==> src/hdl/tctm_pkg.sv <==
// Notes on behaviour
// Control field [26:24] picks the mode: timer, capture, quadrature, three pulse modes. Only timer and capture count here; the others leave the counter idle.
// Timer mode moves count by exactly one per counter tick with a count event.
// Capture mode counts like timer and copies count into capture on capture events.
// Direction 00 counts up; terminal_count when count equals period.
// Direction 01 counts down from period; terminal_count when count reaches zero.
// Direction 10 counts up to period then down; terminal_count only at zero.
// Direction 11 counts like 10 but terminal_count at zero and at period.
// Counting up, the count after reaching period loads zero.
// Counting down, the count after reaching zero loads the period value.
// Up/down settings never reload at end values; they reverse direction instead.
// compare_match_condition when count equals compare; optional compare/buffer swap then.
// compare_match_condition is offered as an interrupt request source.
// Continuous and one-shot run settings work in every counting direction.
// Up or down counting takes period plus one ticks per period.
// Up/down counting takes twice period ticks, from one to period and back.
// Software should not write the count register while the counter runs.
// In sleep the counter keeps running while bus accesses are ignored.
// In deep sleep the clock stops but configuration registers keep contents.
// Hibernate and stop lose power; registers return to reset values.
// ceiling_wrap_flag and floor_wrap_flag are one clock cycle pulses.
// Ceiling flag on reaching period counting up; floor flag on zero counting down.
// Up/down settings load one into the count on a reload event.
// Every trigger input is synchronised to the clock before use.
// One-shot stops after the first terminal_count until restarted.
// A disabled counter holds its count and raises no events.
package tctm_pkg;

   // ==========================================================
   // Widths and register offsets
   localparam int unsigned CNT_W = 16;
   localparam int unsigned ADDR_W = 8;
   localparam logic [ADDR_W-1:0] OFS_CTRL = 8'h00;
   localparam logic [ADDR_W-1:0] OFS_CMD = 8'h04;
   localparam logic [ADDR_W-1:0] OFS_COUNT = 8'h08;
   localparam logic [ADDR_W-1:0] OFS_CC = 8'h0c;
   localparam logic [ADDR_W-1:0] OFS_CC_BUF = 8'h10;
   localparam logic [ADDR_W-1:0] OFS_PERIOD = 8'h14;
   localparam logic [ADDR_W-1:0] OFS_CAPT = 8'h18;
   localparam logic [ADDR_W-1:0] OFS_CAPT_BUF = 8'h1c;
   localparam logic [ADDR_W-1:0] OFS_STATUS = 8'h20;

   // ==========================================================
   // Field positions, masks and reset values
   localparam int unsigned CMD_ENABLE_BIT = 0;
   localparam int unsigned CMD_START_BIT = 1;
   localparam int unsigned CMD_STOP_BIT = 2;
   localparam int unsigned CMD_RELOAD_BIT = 3;
   localparam int unsigned CMD_CAPTURE_BIT = 4;
   localparam int unsigned STAT_RUN_BIT = 0;
   localparam int unsigned STAT_DOWN_BIT = 1;
   localparam int unsigned STAT_EN_BIT = 2;
   localparam logic [31:0] CTRL_WMASK = 32'h0707ff01;
   localparam logic [31:0] RST_CTRL = 32'h00000000;
   localparam logic [CNT_W-1:0] RST_PERIOD = 16'hffff;
   localparam logic [CNT_W-1:0] CNT_ONE = 16'h0001;

   // ==========================================================
   // Modes, directions and bus states
   typedef enum logic [2:0] {
      MODE_TIMER = 3'b000,
      MODE_CAPTURE = 3'b010,
      MODE_QUADRATURE = 3'b011,
      MODE_PULSE = 3'b100,
      MODE_DEAD_TIME_PULSE = 3'b101,
      MODE_PSEUDO_RANDOM_PULSE = 3'b110
   } tctm_mode_t;

   typedef enum logic [1:0] {
      DIR_UP = 2'b00,
      DIR_DOWN = 2'b01,
      DIR_UPDN_ZERO = 2'b10,
      DIR_UPDN_BOTH = 2'b11
   } tctm_dir_t;

   typedef enum logic [1:0] {
      BUS_IDLE = 2'b00,
      BUS_WRITE = 2'b01,
      BUS_READ_WAIT = 2'b10,
      BUS_READ_DONE = 2'b11
   } tctm_bus_t;

   // ==========================================================
   // Carriers
   typedef struct packed {
      logic [4:0] rsv_hi;
      logic [2:0] mode;
      logic [4:0] rsv_mid;
      logic one_shot;
      logic [1:0] dir;
      logic [7:0] presc;
      logic [6:0] rsv_lo;
      logic swap_en;
   } tctm_ctrl_t;

   typedef struct packed {
      logic capture;
      logic reload;
      logic stop;
      logic start;
      logic count;
   } tctm_trig_t;

   typedef struct packed {
      logic tc;
      logic cc;
      logic ceil;
      logic floor;
   } tctm_flags_t;

   typedef struct packed {
      tctm_bus_t bus;
      logic [ADDR_W-1:0] addr;
      logic [31:0] rdata;
      tctm_ctrl_t ctrl;
      logic enable;
      logic running;
      logic down;
      logic [7:0] presc_cnt;
      logic [CNT_W-1:0] count;
      logic [CNT_W-1:0] period;
      logic [CNT_W-1:0] cc;
      logic [CNT_W-1:0] cc_buf;
      logic [CNT_W-1:0] capt;
      logic [CNT_W-1:0] capt_buf;
      tctm_trig_t trig_s1;
      tctm_trig_t trig_s2;
      tctm_trig_t trig_prev;
      logic sleep_s1;
      logic sleep_s2;
      tctm_flags_t flags;
   } tctm_state_t;

endpackage

==> src/hdl/tctm_timer.sv <==
// The AHB-Lite slave port and the address map are this design's own decisions.
`timescale 1ns/1ps
module tctm_timer (
   input wire logic hclk,
   input wire logic hresetn,
   input wire logic hsel,
   input wire logic [31:0] haddr,
   input wire logic [1:0] htrans,
   input wire logic hwrite,
   input wire logic [2:0] hsize,
   input wire logic [31:0] hwdata,
   input wire logic hready,
   output logic hreadyout,
   output logic [31:0] hrdata,
   output logic hresp,
   input tctm_pkg::tctm_trig_t trig_in,
   input wire logic sleep_in,
   output tctm_pkg::tctm_flags_t flags_out,
   output logic cc_irq_src,
   output logic [tctm_pkg::CNT_W-1:0] count_out
);
   import tctm_pkg::*;

   tctm_state_t s_q;
   tctm_state_t s_d;
   tctm_trig_t trig_edge;
   tctm_trig_t sw_cmd;
   logic wr_cmd;
   logic wr_count;
   logic addr_ok;
   logic active;
   logic updn;
   logic tick;
   logic step;
   logic load_ev;
   logic start_ev;
   logic stop_ev;
   logic capt_ev;
   logic dn;
   logic [CNT_W-1:0] nxt;

   // ==========================================================
   // Trigger edges and software commands
   // Edges look only at the second synchroniser stage and its delayed copy
   assign trig_edge = s_q.trig_s2 & ~s_q.trig_prev;
   assign wr_cmd = (s_q.bus == BUS_WRITE) && (s_q.addr == OFS_CMD);
   assign wr_count = (s_q.bus == BUS_WRITE) && (s_q.addr == OFS_COUNT);
   assign sw_cmd = wr_cmd ? '{capture: hwdata[CMD_CAPTURE_BIT], reload: hwdata[CMD_RELOAD_BIT],
                             stop: hwdata[CMD_STOP_BIT], start: hwdata[CMD_START_BIT],
                             count: 1'b0} : '0;
   // Bus is ignored while the sleep level is present
   assign addr_ok = hsel && hready && htrans[1] && !s_q.sleep_s2;

   // Only timer and capture modes run here; other encodings leave the counter idle
   assign active = s_q.enable && ((s_q.ctrl.mode == MODE_TIMER) ||
                                  (s_q.ctrl.mode == MODE_CAPTURE));
   assign updn = s_q.ctrl.dir[1];
   assign load_ev = active && (trig_edge.reload || sw_cmd.reload);
   assign start_ev = active && (trig_edge.start || sw_cmd.start);
   assign stop_ev = active && (trig_edge.stop || sw_cmd.stop);
   assign capt_ev = active && (s_q.ctrl.mode == MODE_CAPTURE) &&
                    (trig_edge.capture || sw_cmd.capture);

   // ==========================================================
   // Bus answer signals and the flag, interrupt and count outputs
   assign hreadyout = (s_q.bus != BUS_READ_WAIT);
   assign hrdata = s_q.rdata;
   assign hresp = 1'b0;
   assign flags_out = s_q.flags;
   assign cc_irq_src = s_q.flags.cc;
   assign count_out = s_q.count;

   // ==========================================================
   // Next-state logic
   always_comb begin
      s_d = s_q;
      s_d.flags = '0;
      tick = 1'b0;
      step = 1'b0;
      dn = s_q.down;
      nxt = s_q.count;

      // Two-stage synchronisers for every pin input
      s_d.trig_s1 = trig_in;
      s_d.trig_s2 = s_q.trig_s1;
      s_d.trig_prev = s_q.trig_s2;
      s_d.sleep_s1 = sleep_in;
      s_d.sleep_s2 = s_q.sleep_s1;

      // Bus phase tracking, one wait state on reads
      case (s_q.bus)
         BUS_READ_WAIT: begin
            s_d.bus = BUS_READ_DONE;
            case (s_q.addr)
               OFS_CTRL: s_d.rdata = s_q.ctrl & CTRL_WMASK;
               OFS_CMD: s_d.rdata = {31'h00000000, s_q.enable};
               OFS_COUNT: s_d.rdata = {16'h0000, s_q.count};
               OFS_CC: s_d.rdata = {16'h0000, s_q.cc};
               OFS_CC_BUF: s_d.rdata = {16'h0000, s_q.cc_buf};
               OFS_PERIOD: s_d.rdata = {16'h0000, s_q.period};
               OFS_CAPT: s_d.rdata = {16'h0000, s_q.capt};
               OFS_CAPT_BUF: s_d.rdata = {16'h0000, s_q.capt_buf};
               OFS_STATUS: s_d.rdata = {29'h00000000, s_q.enable, s_q.down, s_q.running};
               default: s_d.rdata = 32'h00000000;
            endcase
         end
         BUS_IDLE, BUS_WRITE, BUS_READ_DONE: begin
            if (addr_ok) begin
               s_d.addr = haddr[ADDR_W-1:0];
               s_d.bus = hwrite ? BUS_WRITE : BUS_READ_WAIT;
            end else begin
               s_d.bus = BUS_IDLE;
            end
            if (s_q.sleep_s2) begin
               s_d.rdata = 32'h00000000;
            end
         end
         default: s_d.bus = BUS_IDLE;
      endcase

      // Enable bit of the command register
      if (wr_cmd) begin
         s_d.enable = hwdata[CMD_ENABLE_BIT];
      end

      // Prescaler makes the counter clock enable
      if (s_q.enable) begin
         if (s_q.presc_cnt >= s_q.ctrl.presc) begin
            s_d.presc_cnt = 8'h00;
            tick = 1'b1;
         end else begin
            s_d.presc_cnt = s_q.presc_cnt + 8'h01;
         end
      end else begin
         s_d.presc_cnt = 8'h00;
      end

      // A count event is the synchronised count level on a counter tick
      step = active && s_q.running && tick && s_q.trig_s2.count && !load_ev;

      // Counting per direction setting
      case (s_q.ctrl.dir)
         DIR_UP: begin
            nxt = (s_q.count >= s_q.period) ? '0 : s_q.count + CNT_ONE;
         end
         DIR_DOWN: begin
            nxt = (s_q.count == '0) ? s_q.period : s_q.count - CNT_ONE;
         end
         DIR_UPDN_ZERO, DIR_UPDN_BOTH: begin
            // Turn at the end values instead of reloading
            if (dn && (s_q.count == '0)) begin
               dn = 1'b0;
            end
            if (!dn && (s_q.count >= s_q.period)) begin
               dn = 1'b1;
            end
            nxt = dn ? s_q.count - CNT_ONE : s_q.count + CNT_ONE;
         end
         default: nxt = s_q.count;
      endcase

      if (step) begin
         s_d.count = nxt;
         if (!updn) begin
            s_d.down = s_q.ctrl.dir[0];
            s_d.flags.ceil = !s_q.ctrl.dir[0] && (nxt == s_q.period);
            s_d.flags.floor = s_q.ctrl.dir[0] && (nxt == '0);
            s_d.flags.tc = s_d.flags.ceil || s_d.flags.floor;
         end else begin
            s_d.down = (nxt == s_q.period) ? 1'b1 : ((nxt == '0) ? 1'b0 : dn);
            s_d.flags.ceil = !dn && (nxt == s_q.period);
            s_d.flags.floor = dn && (nxt == '0);
            // Setting 10 flags zero only, setting 11 both ends
            s_d.flags.tc = (nxt == '0) ||
                           (s_q.ctrl.dir[0] && !dn && (nxt == s_q.period));
         end
         // Compare match and optional swap with the buffer
         if (nxt == s_q.cc) begin
            s_d.flags.cc = 1'b1;
            if (s_q.ctrl.swap_en) begin
               s_d.cc = s_q.cc_buf;
               s_d.cc_buf = s_q.cc;
            end
         end
      end

      // Reload initialises the count and starts counting
      if (load_ev) begin
         s_d.count = updn ? CNT_ONE : (s_q.ctrl.dir[0] ? s_q.period : '0);
         s_d.down = s_q.ctrl.dir[0] && !updn;
         s_d.running = 1'b1;
      end

      // Start and stop; stop wins when both arrive together
      if (start_ev) begin
         s_d.running = 1'b1;
      end
      if (stop_ev) begin
         s_d.running = 1'b0;
      end

      // One-shot halts after its first terminal count
      if (s_d.flags.tc && s_q.ctrl.one_shot) begin
         s_d.running = 1'b0;
      end

      // Capture copies count, and the old capture into its buffer
      if (capt_ev) begin
         s_d.capt = s_q.count;
         s_d.capt_buf = s_q.capt;
         s_d.flags.cc = 1'b1;
      end

      // A disabled counter stops and holds its count
      if (!s_q.enable) begin
         s_d.running = 1'b0;
      end

      // Register writes take effect last so software wins
      if (s_q.bus == BUS_WRITE) begin
         case (s_q.addr)
            OFS_CTRL: s_d.ctrl = tctm_ctrl_t'(hwdata & CTRL_WMASK);
            OFS_CC: s_d.cc = hwdata[CNT_W-1:0];
            OFS_CC_BUF: s_d.cc_buf = hwdata[CNT_W-1:0];
            OFS_PERIOD: s_d.period = hwdata[CNT_W-1:0];
            default: s_d.ctrl = s_q.ctrl;
         endcase
      end
      if (wr_count) begin
         s_d.count = hwdata[CNT_W-1:0];
      end
   end

   // ==========================================================
   // State register; power loss arrives as reset, a stopped clock holds all
   always_ff @(posedge hclk or negedge hresetn) begin
      if (!hresetn) begin
         s_q <= '0;
         s_q.ctrl <= RST_CTRL;
         s_q.period <= RST_PERIOD;
      end else begin
         s_q <= s_d;
      end
   end
endmodule

==> config.mk <==
export PLATFORM = sky130hd
export DESIGN_NAME = tctm_timer
export DESIGN_NICKNAME = d
export VERILOG_FILES = /design/src/hdl/tctm_pkg.sv /design/src/hdl/tctm_timer.sv
export SDC_FILE = /design/constraint.sdc
export NUM_CORES = 1
export LEC_CHECK = 0
export ABC_AREA = 1
export BUFFER_PORTS_ARGS = -buffer_cell sky130_fd_sc_hd__buf_4
export CORE_MARGIN = 2
export CORE_UTILIZATION = 35
export DETAILED_ROUTE_END_ITERATION = 8
export HOLD_SLACK_MARGIN = 0.1
export PLACE_DENSITY_LB_ADDON = 0.08
export SLEW_MARGIN = 25
export SYNTH_ARGS = -nofsm -noshare
export SYNTH_HDL_FRONTEND = slang
export SYNTH_SLANG_ARGS = --single-unit
==> constraint.sdc <==
create_clock -name hclk -period 3.7 [get_ports hclk]
set_clock_uncertainty 0.1 [all_clocks]
set_input_delay 0.185 -clock hclk [delete_from_list [all_inputs] [get_ports hclk]]
set_output_delay 0.185 -clock hclk [all_outputs]
set_load 0.05 [all_outputs]
==> results of run 1 <==
[worst paths after layout]
check | from | end | slack, ns
worst max register to register | s_q[86]$_DFFE_PN1P_ | s_q[78]$_DFF_PN0_ | 0.17
max in group asynchronous | hresetn | s_q[95]$_DFFE_PN1P_ | 2.27
worst min register to register | s_d[14]$_DFF_PN0_ | s_d[9]$_DFF_PN0_ | 0.24
min in group asynchronous | hresetn | hrdata[0]$_DFFE_PN0P_ | 0.26
worst min-delay path | s_d[14]$_DFF_PN0_ | s_d[9]$_DFF_PN0_ | 0.24
worst max-delay path | s_q[86]$_DFFE_PN1P_ | s_q[78]$_DFF_PN0_ | 0.17
[per-layer routing]
metal | part of all wire, % | global-route usage [%] | up-vias
li1 | - | - | 5260
met1 | 46 | 36.8 | 5227
met2 | 44 | 38.9 | 351
met3 | 6.7 | 5.80 | 63
met4 | 2.9 | 9.54 | 0
met5 | 0 | 0 | -
[through the flow]
| step | cells | TNS [ns] |
|---|---|---|
| final | 2103 | 0 |
| after global routing | 2103 | -0.0443 |
| after CTS | 2084 | 0 |
| after detailed placement | 2012 | 0 |
| after global placement | 2012 | 0 |
| after floorplan | 1546 | 0 |
[cell type report]
class / instances / share of cell area (%)
Clock buffer: 20 / 3.26
Clock inverter: 11 / 0.936
Inverter: 218 / 5.86
Multi-Input combinational cell: 1042 / 41.0
Sequential cell: 174 / 31.2
Tap cell: 402 / 3.59
Timing Repair Buffer: 236 / 14.1
[critical path, delay by kind of cell, from the launching register on]
family | cells | cell delay (ns)
and+or+nand+nor | 17 | 2.18
DFF | 1 | 0.53
adders and majority gates | 1 | 0.29
buffers and inverters | 3 | 0.32
[flip-flops by register name (all words and copies together), names as in the netlist]
signal	cells
count_out	16
s_d	11
s_q	121
hrdata	22
flags_out	3
cc_irq_src	1
[power by group]
| group | switching [mW] | leakage, nW | total [mW] | internal (mW) |
|---|---|---|---|---|
| logic | 2.08 | 5.04 | 3.23 | 1.15 |
| clock network | 0.839 | 0.280 | 1.87 | 1.03 |
| registers | 0.304 | 2.02 | 2.54 | 2.24 |
| total | 3.23 | 7.34 | 7.65 | 4.42 |
[kinds of logic after synthesis]
kind of cell             Yosys count
AO/OA/AOI/OAI                    231
XOR/XNOR                          30
adder cells (fa/ha/maj)           27
buffers and inverters            331
flip-flops                       174
multiplexers                       8
other                              1
AND/OR/NAND/NOR                  734
[what timing repair did]
| action | CTS | global route |
|---|---|---|
| setup buffers | 0 | 15 |
| setup endpoints to repair | 0 | 38 |
| hold buffers | 41 | 0 |
| gates resized for setup | 0 | 71 |
| hold endpoints to repair | 173 | 0 |
[synthesized netlist by cell type, types with 16 or more instances]
cell type and n:
ha_1 27, a21oi_1 46, nand4_1 52, clkbuf_1 36, nand3_1 111, buf_4 59, xor2_1 28, o21ai_0 94
inv_1 206, a221oi_1 20, dfrtp_1 158, o22ai_1 27, dfstp_2 16, nand2_1 417, nor2_1 93
==> reports/results.tsv, run 1 <==
stage	metric	value	unit
worst_setup_path	CP cell instances	inv_1 > ha_1 > nand4_1 > nor2_1 > nor2_1 > nand2_2 > nand2_4 > nand3_4 > nand2_4 > or2_1 > nand2_2 > nand2_1 > nand2_2 > nand3_1 > nor2_2 > nand4_4 > buf_12 > nand2_1 > nand3_1 > nand2_1 > inv_1	
final_layout	final net count	1796	
worst_setup_path	WP data required	3.94	ns
pwr	PD cells	545	nW/um^2
pwr	Design Power	7.65	mW
routing	wire length per cell	20.8	microns
logic_synthesis	Synth top area share	34.9	%
timing	worst-margin pin slew	0.841	ns
final_layout	design area	14000	sq um
logic_synthesis	#FFs+latches synth	174	
cts	clock slew at reported path FFs	0.07	ns
logic_synthesis	synth top area cells	dfrtp_1, nand2_1, inv_1	
cts	CTS tree	yes	
routing	1st-pass router iterations	5	
logic_synthesis	ys flop type	dfrtp_1	
logic_synthesis	Syn Std Cell Area	11300	sq um
logic_synthesis	ys async rst share	100	%
routing	drc violations	0	
place	Final GP Congestion	0.948	
worst_setup_path	Worst Path Arrival	3.77	ns
timing	Final Hold Vio Count	0	
timing	final setup vio count	0	
timing	Worst Setup Slack, final	0.172	ns
place	placed inst area	12500	sq um
flow_run	Max Cap Viol	0	
floorplanning	I/O pin cnt	135	
logic_synthesis	number of synthesized flops with an enable pin	0	
global_route	first-pass GRT wire length	64.9	mm
final_layout	Storage cell area	4380	sq um
logic_synthesis	Syn Inst Count	1536	
timing	Final period util	95.4	%
logic_synthesis	mux share of post-synthesis cell area	0.794	%
cts	total CTS buffers	17	
timing	hold slack	0.236	ns
worst_setup_path	worst-path fanout max	8	
global_route	largest net degree at the start of global routing	96	
final_layout	Util after Layout	44.2	%
timing	RSZ-0062 raised after global routing	true	
logic_synthesis	XOR/XNOR Fraction of Synth Area	2.32	%
floorplanning	die height	184	microns
worst_setup_path	Crit. End Element	flip-flop	
logic_synthesis	Adder-Cell Fraction of Synth Area	2.98	%
hold_path	Hold Path Stages	0	
worst_setup_path	crit start category	flip-flop	
place	Post-DP HPWL	32.5	mm
logic_synthesis	Syn Area/Cell	7.39	sq um
final_layout	Fillers	3296	
logic_synthesis	Synth Area in Simple Gates	29.4	%
timing	Period minus WS final	3.53	ns
logic_synthesis	Synth Area in Compound Gates	12.3	%
place	Setup WS pre-CTS	0.160	ns
final_layout	most frequent cells in the layout	nand2_1, inv_1, buf_4	
final_layout	antenna fix cells	0	
routing	initial DRC count	1077	
floorplanning	Core Area	31700	sq um
worst_setup_path	CP max stage cell	dfstp_2	
logic_synthesis	main combinational cell family by area after synthesis	simple AND/OR/NAND/NOR gates	
logic_synthesis	Synth warnings	0	
final_layout	share of layout cells above drive strength 1	21.6	%
floorplanning	Die Wd	184	microns
run_status	status	finished clean	
routing	post-route ant nets	0	
final_layout	Area growth syn-to-layout	23.7	%
routing	via count	10901	
global_route	gr usage total	26.1	%
pwr	maximum vdd ir drop	0.000311	V
place	Buffers on Ports	85	
global_route	antenna violations before repair	0	
floorplanning	Starting Density	35.8	%
timing	Slew Limit Fails	0	
worst_setup_path	worst r2r path cells	21	
cts	Worst-Skew Late Latency	0.46	ns
global_route	vias in the first global route	10390	
timing	fmax	0.283	GHz
logic_synthesis	largest area contributor in the netlist	dfrtp_1	
final_layout	Multi-input gate area	5760	sq um
worst_setup_path	Critical Path Max Stage Delay	0.53	ns
floorplanning	die area	33900	sq um
worst_setup_path	critical path type	flip-flop to flip-flop	
cts	CTS Buffer Depth	2	
hold_path	hold crit path type	flip-flop to flip-flop	
timing	Slew headroom	44.0	%
routing	Post-Route WL	43.8	mm
routing	Vias/cell	5.18	
pwr	Leak Pwr	7.34	nW
cts	clock root buffer	clkbuf_16	
logic_synthesis	library cells used by synthesis	51	
cts	clock sink count	174	
cts	H-tree depth	4	
global_route	GRT overflow	0	
final_layout	commonest non-fill, non-tap cell in the layout	nand2_1	
floorplanning	Cell Rows	65	
logic_synthesis	sequential fraction of the synthesis area	38.6	%
Power figures use the tool's default switching activity.
==> run 2: changes to the inputs <==
REMOVE_ABC_BUFFERS = 1   (was default)
==> run 2 against run 1 <==
  * Total power down 3.2%
  * Combinational power shrank 6.5%
  * Worst hold slack got worse by 0.12 ns
  * Critical path depth down 1
  * Utilization shrank 1.1 points
  * Global-route usage shrank 1.7 points
  * Non-clock buffer count shrank 25
  * Clock power fell by 3%
  * Worst setup slack lost 0.0057 ns
  * Sequential power is essentially flat
  * Via count fell by 1.7%
  * Maximum frequency is 0.16% lower
  * Critical path type unchanged
  * Critical endpoint is now s_q[56]$_DFF_PN0_
  * Largest cell class unchanged
  * Highest routed layer unchanged
==> reports/results.tsv, run 2 (synthesis gave the netlist of run 1 again) <==
stage	metric	value	unit
place	Setup WS pre-CTS	0.157	ns
final_layout	commonest non-fill, non-tap cell in the layout	nand2_1	
worst_setup_path	WP data required	3.94	ns
floorplanning	die height	184	microns
worst_setup_path	CP max stage cell	dfstp_2	
floorplanning	Starting Density	35.8	%
floorplanning	Die Wd	184	microns
cts	clock slew at reported path FFs	0.07	ns
cts	CTS tree	yes	
pwr	maximum vdd ir drop	0.000311	V
final_layout	Area growth syn-to-layout	20.5	%
final_layout	Top reg by flops	s_q	
routing	drc violations	0	
timing	Final period util	95.5	%
worst_setup_path	Worst Path Arrival	3.77	ns
timing	fmax	0.283	GHz
cts	total CTS buffers	17	
pwr	Sw Ratio	42.6	%
place	Final GP Congestion	0.912	
timing	Slew headroom	35.9	%
global_route	gr usage total	24.3	%
pwr	Gate power share	40.9	%
cts	H-tree depth	4	
final_layout	max FFs per register	121	
floorplanning	Cell Rows	65	
routing	via count	10713	
routing	post-route ant nets	0	
timing	final setup vio count	0	
worst_setup_path	Critical Path Max Stage Delay	0.57	ns
pwr	NetSw	3.15	mW
pwr	Leak Pwr	7.21	nW
cts	clock sink count	174	
routing	Vias/cell	5.16	
cts	CTS Buffer Depth	2	
floorplanning	die area	33900	sq um
cts	clock root buffer	clkbuf_16	
global_route	antenna violations before repair	0	
place	Buffers on Ports	85	
routing	WL met1	19.3	mm
routing	wire length per cell	19.5	microns
place	placed inst area	12300	sq um
cts	Worst-Skew Late Latency	0.44	ns
floorplanning	I/O pin cnt	135	
flow_run	Max Cap Viol	0	
worst_setup_path	Top delay family on crit path	simple AND/OR/NAND/NOR gates	
hold_path	hold crit path type	input port to flip-flop	
routing	uppermost layer routed	met4	
pwr	PD cells	541	nW/um^2
routing	metal3 WL	2.33	mm
timing	Worst Setup Slack, final	0.166	ns
final_layout	final net count	1770	
timing	worst-margin pin slew	0.953	ns
timing	Final Hold Vio Count	0	
final_layout	design area	13700	sq um
global_route	largest net degree at the start of global routing	103	
timing	RSZ-0062 raised after global routing	true	
final_layout	Fillers	3302	
routing	Post-Route WL	40.6	mm
global_route	GRT overflow	0	
worst_setup_path	crit start category	flip-flop	
global_route	first-pass GRT wire length	61.5	mm
global_route	vias in the first global route	10173	
routing	initial DRC count	1063	
place	Post-DP HPWL	30.1	mm
pwr	Cell Int Power	4.25	mW
routing	routed length on met2	18.2	mm
worst_setup_path	CP cell instances	inv_1 > ha_4 > nand2_2 > nor3_4 > nand2_4 > nand3_4 > nand2_8 > buf_6 > or2_1 > nand2_2 > nand2_1 > nand2_2 > nand3_1 > nor2_2 > nand4_4 > clkbuf_16 > nand2_1 > nand3_1 > nand2_1 > inv_1	
final_layout	antenna fix cells	0	
run_status	status	finished clean	
worst_setup_path	Buf+Inv Stages, Crit Path	4	
pwr	Clk network pwr share	24.4	%
floorplanning	Core Area	31700	sq um
final_layout	share of layout cells above drive strength 1	19.3	%
timing	Slew Limit Fails	0	
timing	Period minus WS final	3.53	ns
worst_setup_path	worst-path fanout max	8	
worst_setup_path	Crit. End Element	flip-flop	
routing	1st-pass router iterations	8	
final_layout	most frequent cells in the layout	nand2_1, inv_1, buf_4	
worst_setup_path	critical path type	flip-flop to flip-flop	
pwr	Sequential Power Share	34.7	%
==> run 2: cell types whose count changed in the layout (fill, tap and decap cells not counted), moves of 6 or more <==
cell	delta
nand2_4	-7
buf_4	-22
inv_2	-6
ha_1	+7
inv_1	+6
ha_4	-6
==> run 2: stage by stage <==
step	util [%]	cells	setup TNS, ns	power, mW	hold WS [ns]
2_1_floorplan	-	1433	0	4.35	-0.211
3_5_place_dp	38.9	1986	0	5.40	0.196
5_1_grt	43.1	2078	-0.0937	7.90	0.144
4_1_cts	42.0	2058	0	7.27	0.113
3_3_place_gp	38.9	1986	0	5.38	0.195
6_report	43.1	2078	0	7.40	0.112
==> run 2: worst register-to-register path: cells and delay by family, from the launching register on <==
kind	cells	cell delay, ns
buffers and inverters	4	0.61
adders and majority gates	1	0.32
and+or+nand+nor	15	1.85
DFF	1	0.57
==> run 2: what timing repair did <==
action	CTS	global route
hold buffers	40	0
setup buffers	0	16
endpoints found under the hold margin	172	0
endpoints found under the setup margin	0	35
gates resized for setup	0	41
==> run 2: routing by layer <==
layer	vias to the layer above	global-route usage (%)
met5	-	0
met4	0	6.75
met3	43	2.61
met2	385	37.2
met1	5082	36.2
li1	5203	-
==> run 2: path summary, 6_finish.rpt <==
| check | endpoint | slack (ns) | from | depth (start not counted) |
|---|---|---|---|---|
| max reg2reg | s_q[56]$_DFF_PN0_ | 0.17 | s_q[99]$_DFFE_PN1P_ | 20 |
| min reg2reg | s_d[10]$_DFF_PN0_ | 0.25 | s_d[15]$_DFF_PN0_ | 0 |
| max | s_q[56]$_DFF_PN0_ | 0.17 | s_q[99]$_DFFE_PN1P_ | 20 |
| min | s_q[68]$_DFF_PN0_ | 0.11 | hwdata[15] | 5 |
| min in group asynchronous | hrdata[15]$_DFFE_PN0P_ | 0.26 | hresetn | 2 |
| max in group asynchronous | s_q[100]$_DFFE_PN1P_ | 2.19 | hresetn | 3 |
==> run 2: cell type report <==
type | instances | area [sq um] | area share [%]
Clock inverter | 14 | 134 | 0.979
Sequential cell | 174 | 4370 | 32.0
Tap cell | 402 | 503 | 3.68
Inverter | 218 | 822 | 6.01
Multi-Input combinational cell | 1041 | 5600 | 41.0
Timing Repair Buffer | 211 | 1800 | 13.1
Clock buffer | 18 | 439 | 3.21
==> run 2: power groups by stage <==
stage | Combinational, mW | Clock (mW) | Sequential, mW
after global routing | 3.34 | 1.94 | 2.62
after CTS | 2.86 | 1.85 | 2.56
after floorplan | 1.58 | 0 | 2.77
after detailed placement | 2.81 | 0 | 2.60
after global placement | 2.79 | 0 | 2.59
final | 3.02 | 1.81 | 2.57
==> run 3: changes to the inputs <==
CORE_ASPECT_RATIO = 1.1   (was default)
==> run 3 against run 2 <==
  * Non-clock buffer count rose by 11
  * Maximum frequency is 0.71% higher
  * Count of clock-buffer cells in the layout is the same
  * Sequential cell count stayed put
==> reports/results.tsv, run 3 (synthesis gave the netlist of run 1 again) <==
stage	metric	value	unit
routing	via count	10739	
final_layout	antenna fix cells	0	
routing	post-route ant nets	0	
timing	worst-margin pin slew	0.930	ns
floorplanning	I/O pin cnt	135	
cts	clock slew at reported path FFs	0.07	ns
global_route	first-pass GRT wire length	61.4	mm
global_route	antenna violations before repair	0	
place	Inst Count DP	2021	
final_layout	share of layout cells above drive strength 1	20.7	%
pwr	PD cells	545	nW/um^2
cts	H-tree depth	4	
pwr	Leak Pwr	7.36	nW
final_layout	commonest non-fill, non-tap cell in the layout	nand2_1	
place	Setup WS pre-CTS	0.186	ns
routing	wire length per cell	19.4	microns
worst_setup_path	WP data required	3.94	ns
final_layout	max FFs per register	121	
timing	Worst Setup Slack, final	0.191	ns
cts	CTS Buffer Depth	2	
final_layout	Fillers	3368	
worst_setup_path	worst r2r path cells	21	
place	Final GP Congestion	0.891	
floorplanning	die height	193	microns
floorplanning	Core Area	32100	sq um
worst_setup_path	Top delay family on crit path	simple AND/OR/NAND/NOR gates	
cts	clock root buffer	clkbuf_16	
cts	total CTS buffers	17	
worst_setup_path	CP cell instances	inv_2 > ha_1 > nand2_1 > inv_2 > nand3_2 > nor3_4 > nand2_4 > nand4_4 > buf_12 > nand2_4 > nand2_2 > nand2_2 > nand2_1 > nand3_2 > nor3_4 > nand4_4 > clkbuf_16 > nand2_1 > nand3_1 > nand2_1 > inv_1	
worst_setup_path	Crit. End Element	flip-flop	
hold_path	hold crit path type	flip-flop to flip-flop	
final_layout	Top reg by flops	s_q	
floorplanning	Die Wd	176	microns
cts	clock sink count	174	
worst_setup_path	CP max stage cell	dfstp_2	
worst_setup_path	Critical Path Most Common Cell	nand2_1	
floorplanning	die area	33900	sq um
timing	Slew Limit Fails	0	
place	Post-DP HPWL	30.1	mm
cts	CTS tree	yes	
timing	Final Hold Vio Count	0	
place	Buffers on Ports	85	
worst_setup_path	Reg2Reg Setup Slack	0.19	ns
routing	initial DRC count	913	
timing	Sum Neg Setup Slack	0	ns
final_layout	Area growth syn-to-layout	22.8	%
worst_setup_path	Buf+Inv Stages, Crit Path	5	
worst_setup_path	worst reg2reg path endpoint	s_q[84]$_DFF_PN0_	
worst_setup_path	crit start category	flip-flop	
flow_run	Max Cap Viol	0	
run_status	status	finished clean	
timing	Final period util	94.8	%
global_route	gr usage total	24.2	%
worst_setup_path	launch point of the worst reg-to-reg path	s_q[95]$_DFFE_PN1P_	
global_route	GRT overflow	0	
floorplanning	Starting Density	35.3	%
final_layout	most frequent cells in the layout	nand2_1, inv_1, buf_4	
timing	fmax	0.285	GHz
global_route	largest net degree at the start of global routing	85	
worst_setup_path	Critical Path Max Stage Delay	0.57	ns
routing	1st-pass router iterations	6	
hold_path	Hold Path Stages	0	
floorplanning	Cell Rows	69	
routing	Post-Route WL	41.0	mm
timing	final setup vio count	0	
timing	hold slack	0.249	ns
hold_path	Hold Path Origin	s_d[13]$_DFF_PN0_	
routing	drc violations	0	
timing	Slew headroom	37.4	%
worst_setup_path	critical path type	flip-flop to flip-flop	
global_route	vias in the first global route	10135	
routing	Vias/cell	5.08	
hold_path	hold path endpoint	s_d[8]$_DFF_PN0_	
worst_setup_path	Worst Path Arrival	3.74	ns
timing	Period minus WS final	3.51	ns
worst_setup_path	worst-path fanout max	8	
cts	Worst-Skew Late Latency	0.44	ns
final_layout	Non-Filler Instances	2115	
pwr	maximum vdd ir drop	0.000280	V
final_layout	Util after Layout	43.4	%
final_layout	final net count	1783	
==> run 3: cell type report <==
class	instances	area, sq um	share of cell area [%]
Clock buffer	18	439	3.15
Tap cell	426	533	3.83
Multi-Input combinational cell	1043	5710	41.0
Inverter	218	818	5.87
Timing Repair Buffer	222	1890	13.6
Clock inverter	14	169	1.21
Sequential cell	174	4380	31.4
==> run 3: per-stage QoR <==
step	cell area (sq um)	total power, mW
floorplan	10700	4.35
global placement	12500	5.42
detailed placement	12500	5.44
CTS	13500	7.42
global route	13900	8.09
finish	13900	7.59
==> run 3: routing by layer <==
metal / routed length, microns / track usage [%] / vias to the layer above
met5: 0 / 0 / -
li1: - / - / 5220
met4: 1020 / 6.93 / 0
met3: 1940 / 2.92 / 47
met1: 18900 / 34.0 / 5135
met2: 19100 / 39.4 / 337
==> run 3: worst max-delay path by stage <==
stage / from / end / slack [ns] / cells past startpoint
after global placement: s_q[96]$_DFFE_PN1P_ / s_q[74]$_DFF_PN0_ / 0.19 / 21
after detailed placement: s_q[95]$_DFFE_PN1P_ / s_q[74]$_DFF_PN0_ / 0.19 / 21
after global routing: s_q[95]$_DFFE_PN1P_ / s_q[61]$_DFF_PN0_ / -0.04 / 23
after floorplan: count_out[10]$_DFFE_PN0P_ / s_q[69]$_DFF_PN0_ / 0.16 / 20
final: s_q[95]$_DFFE_PN1P_ / s_q[84]$_DFF_PN0_ / 0.19 / 21
after CTS: s_q[94]$_DFFE_PN1P_ / s_q[74]$_DFF_PN0_ / 0.15 / 23
==> run 3: where the power goes <==
part / switching (mW) / internal, mW
Combinational: 2.02 / 1.11
Clock: 0.879 / 1.04
Sequential: 0.306 / 2.24
Total: 3.20 / 4.39
==> run 3: timing repair <==
action,4_1_cts,5_1_grt
buffers inserted,0,16
setup endpoints to repair,0,33
hold buffers,41,0
endpoints found under the hold margin,156,0
gates resized for setup,0,63
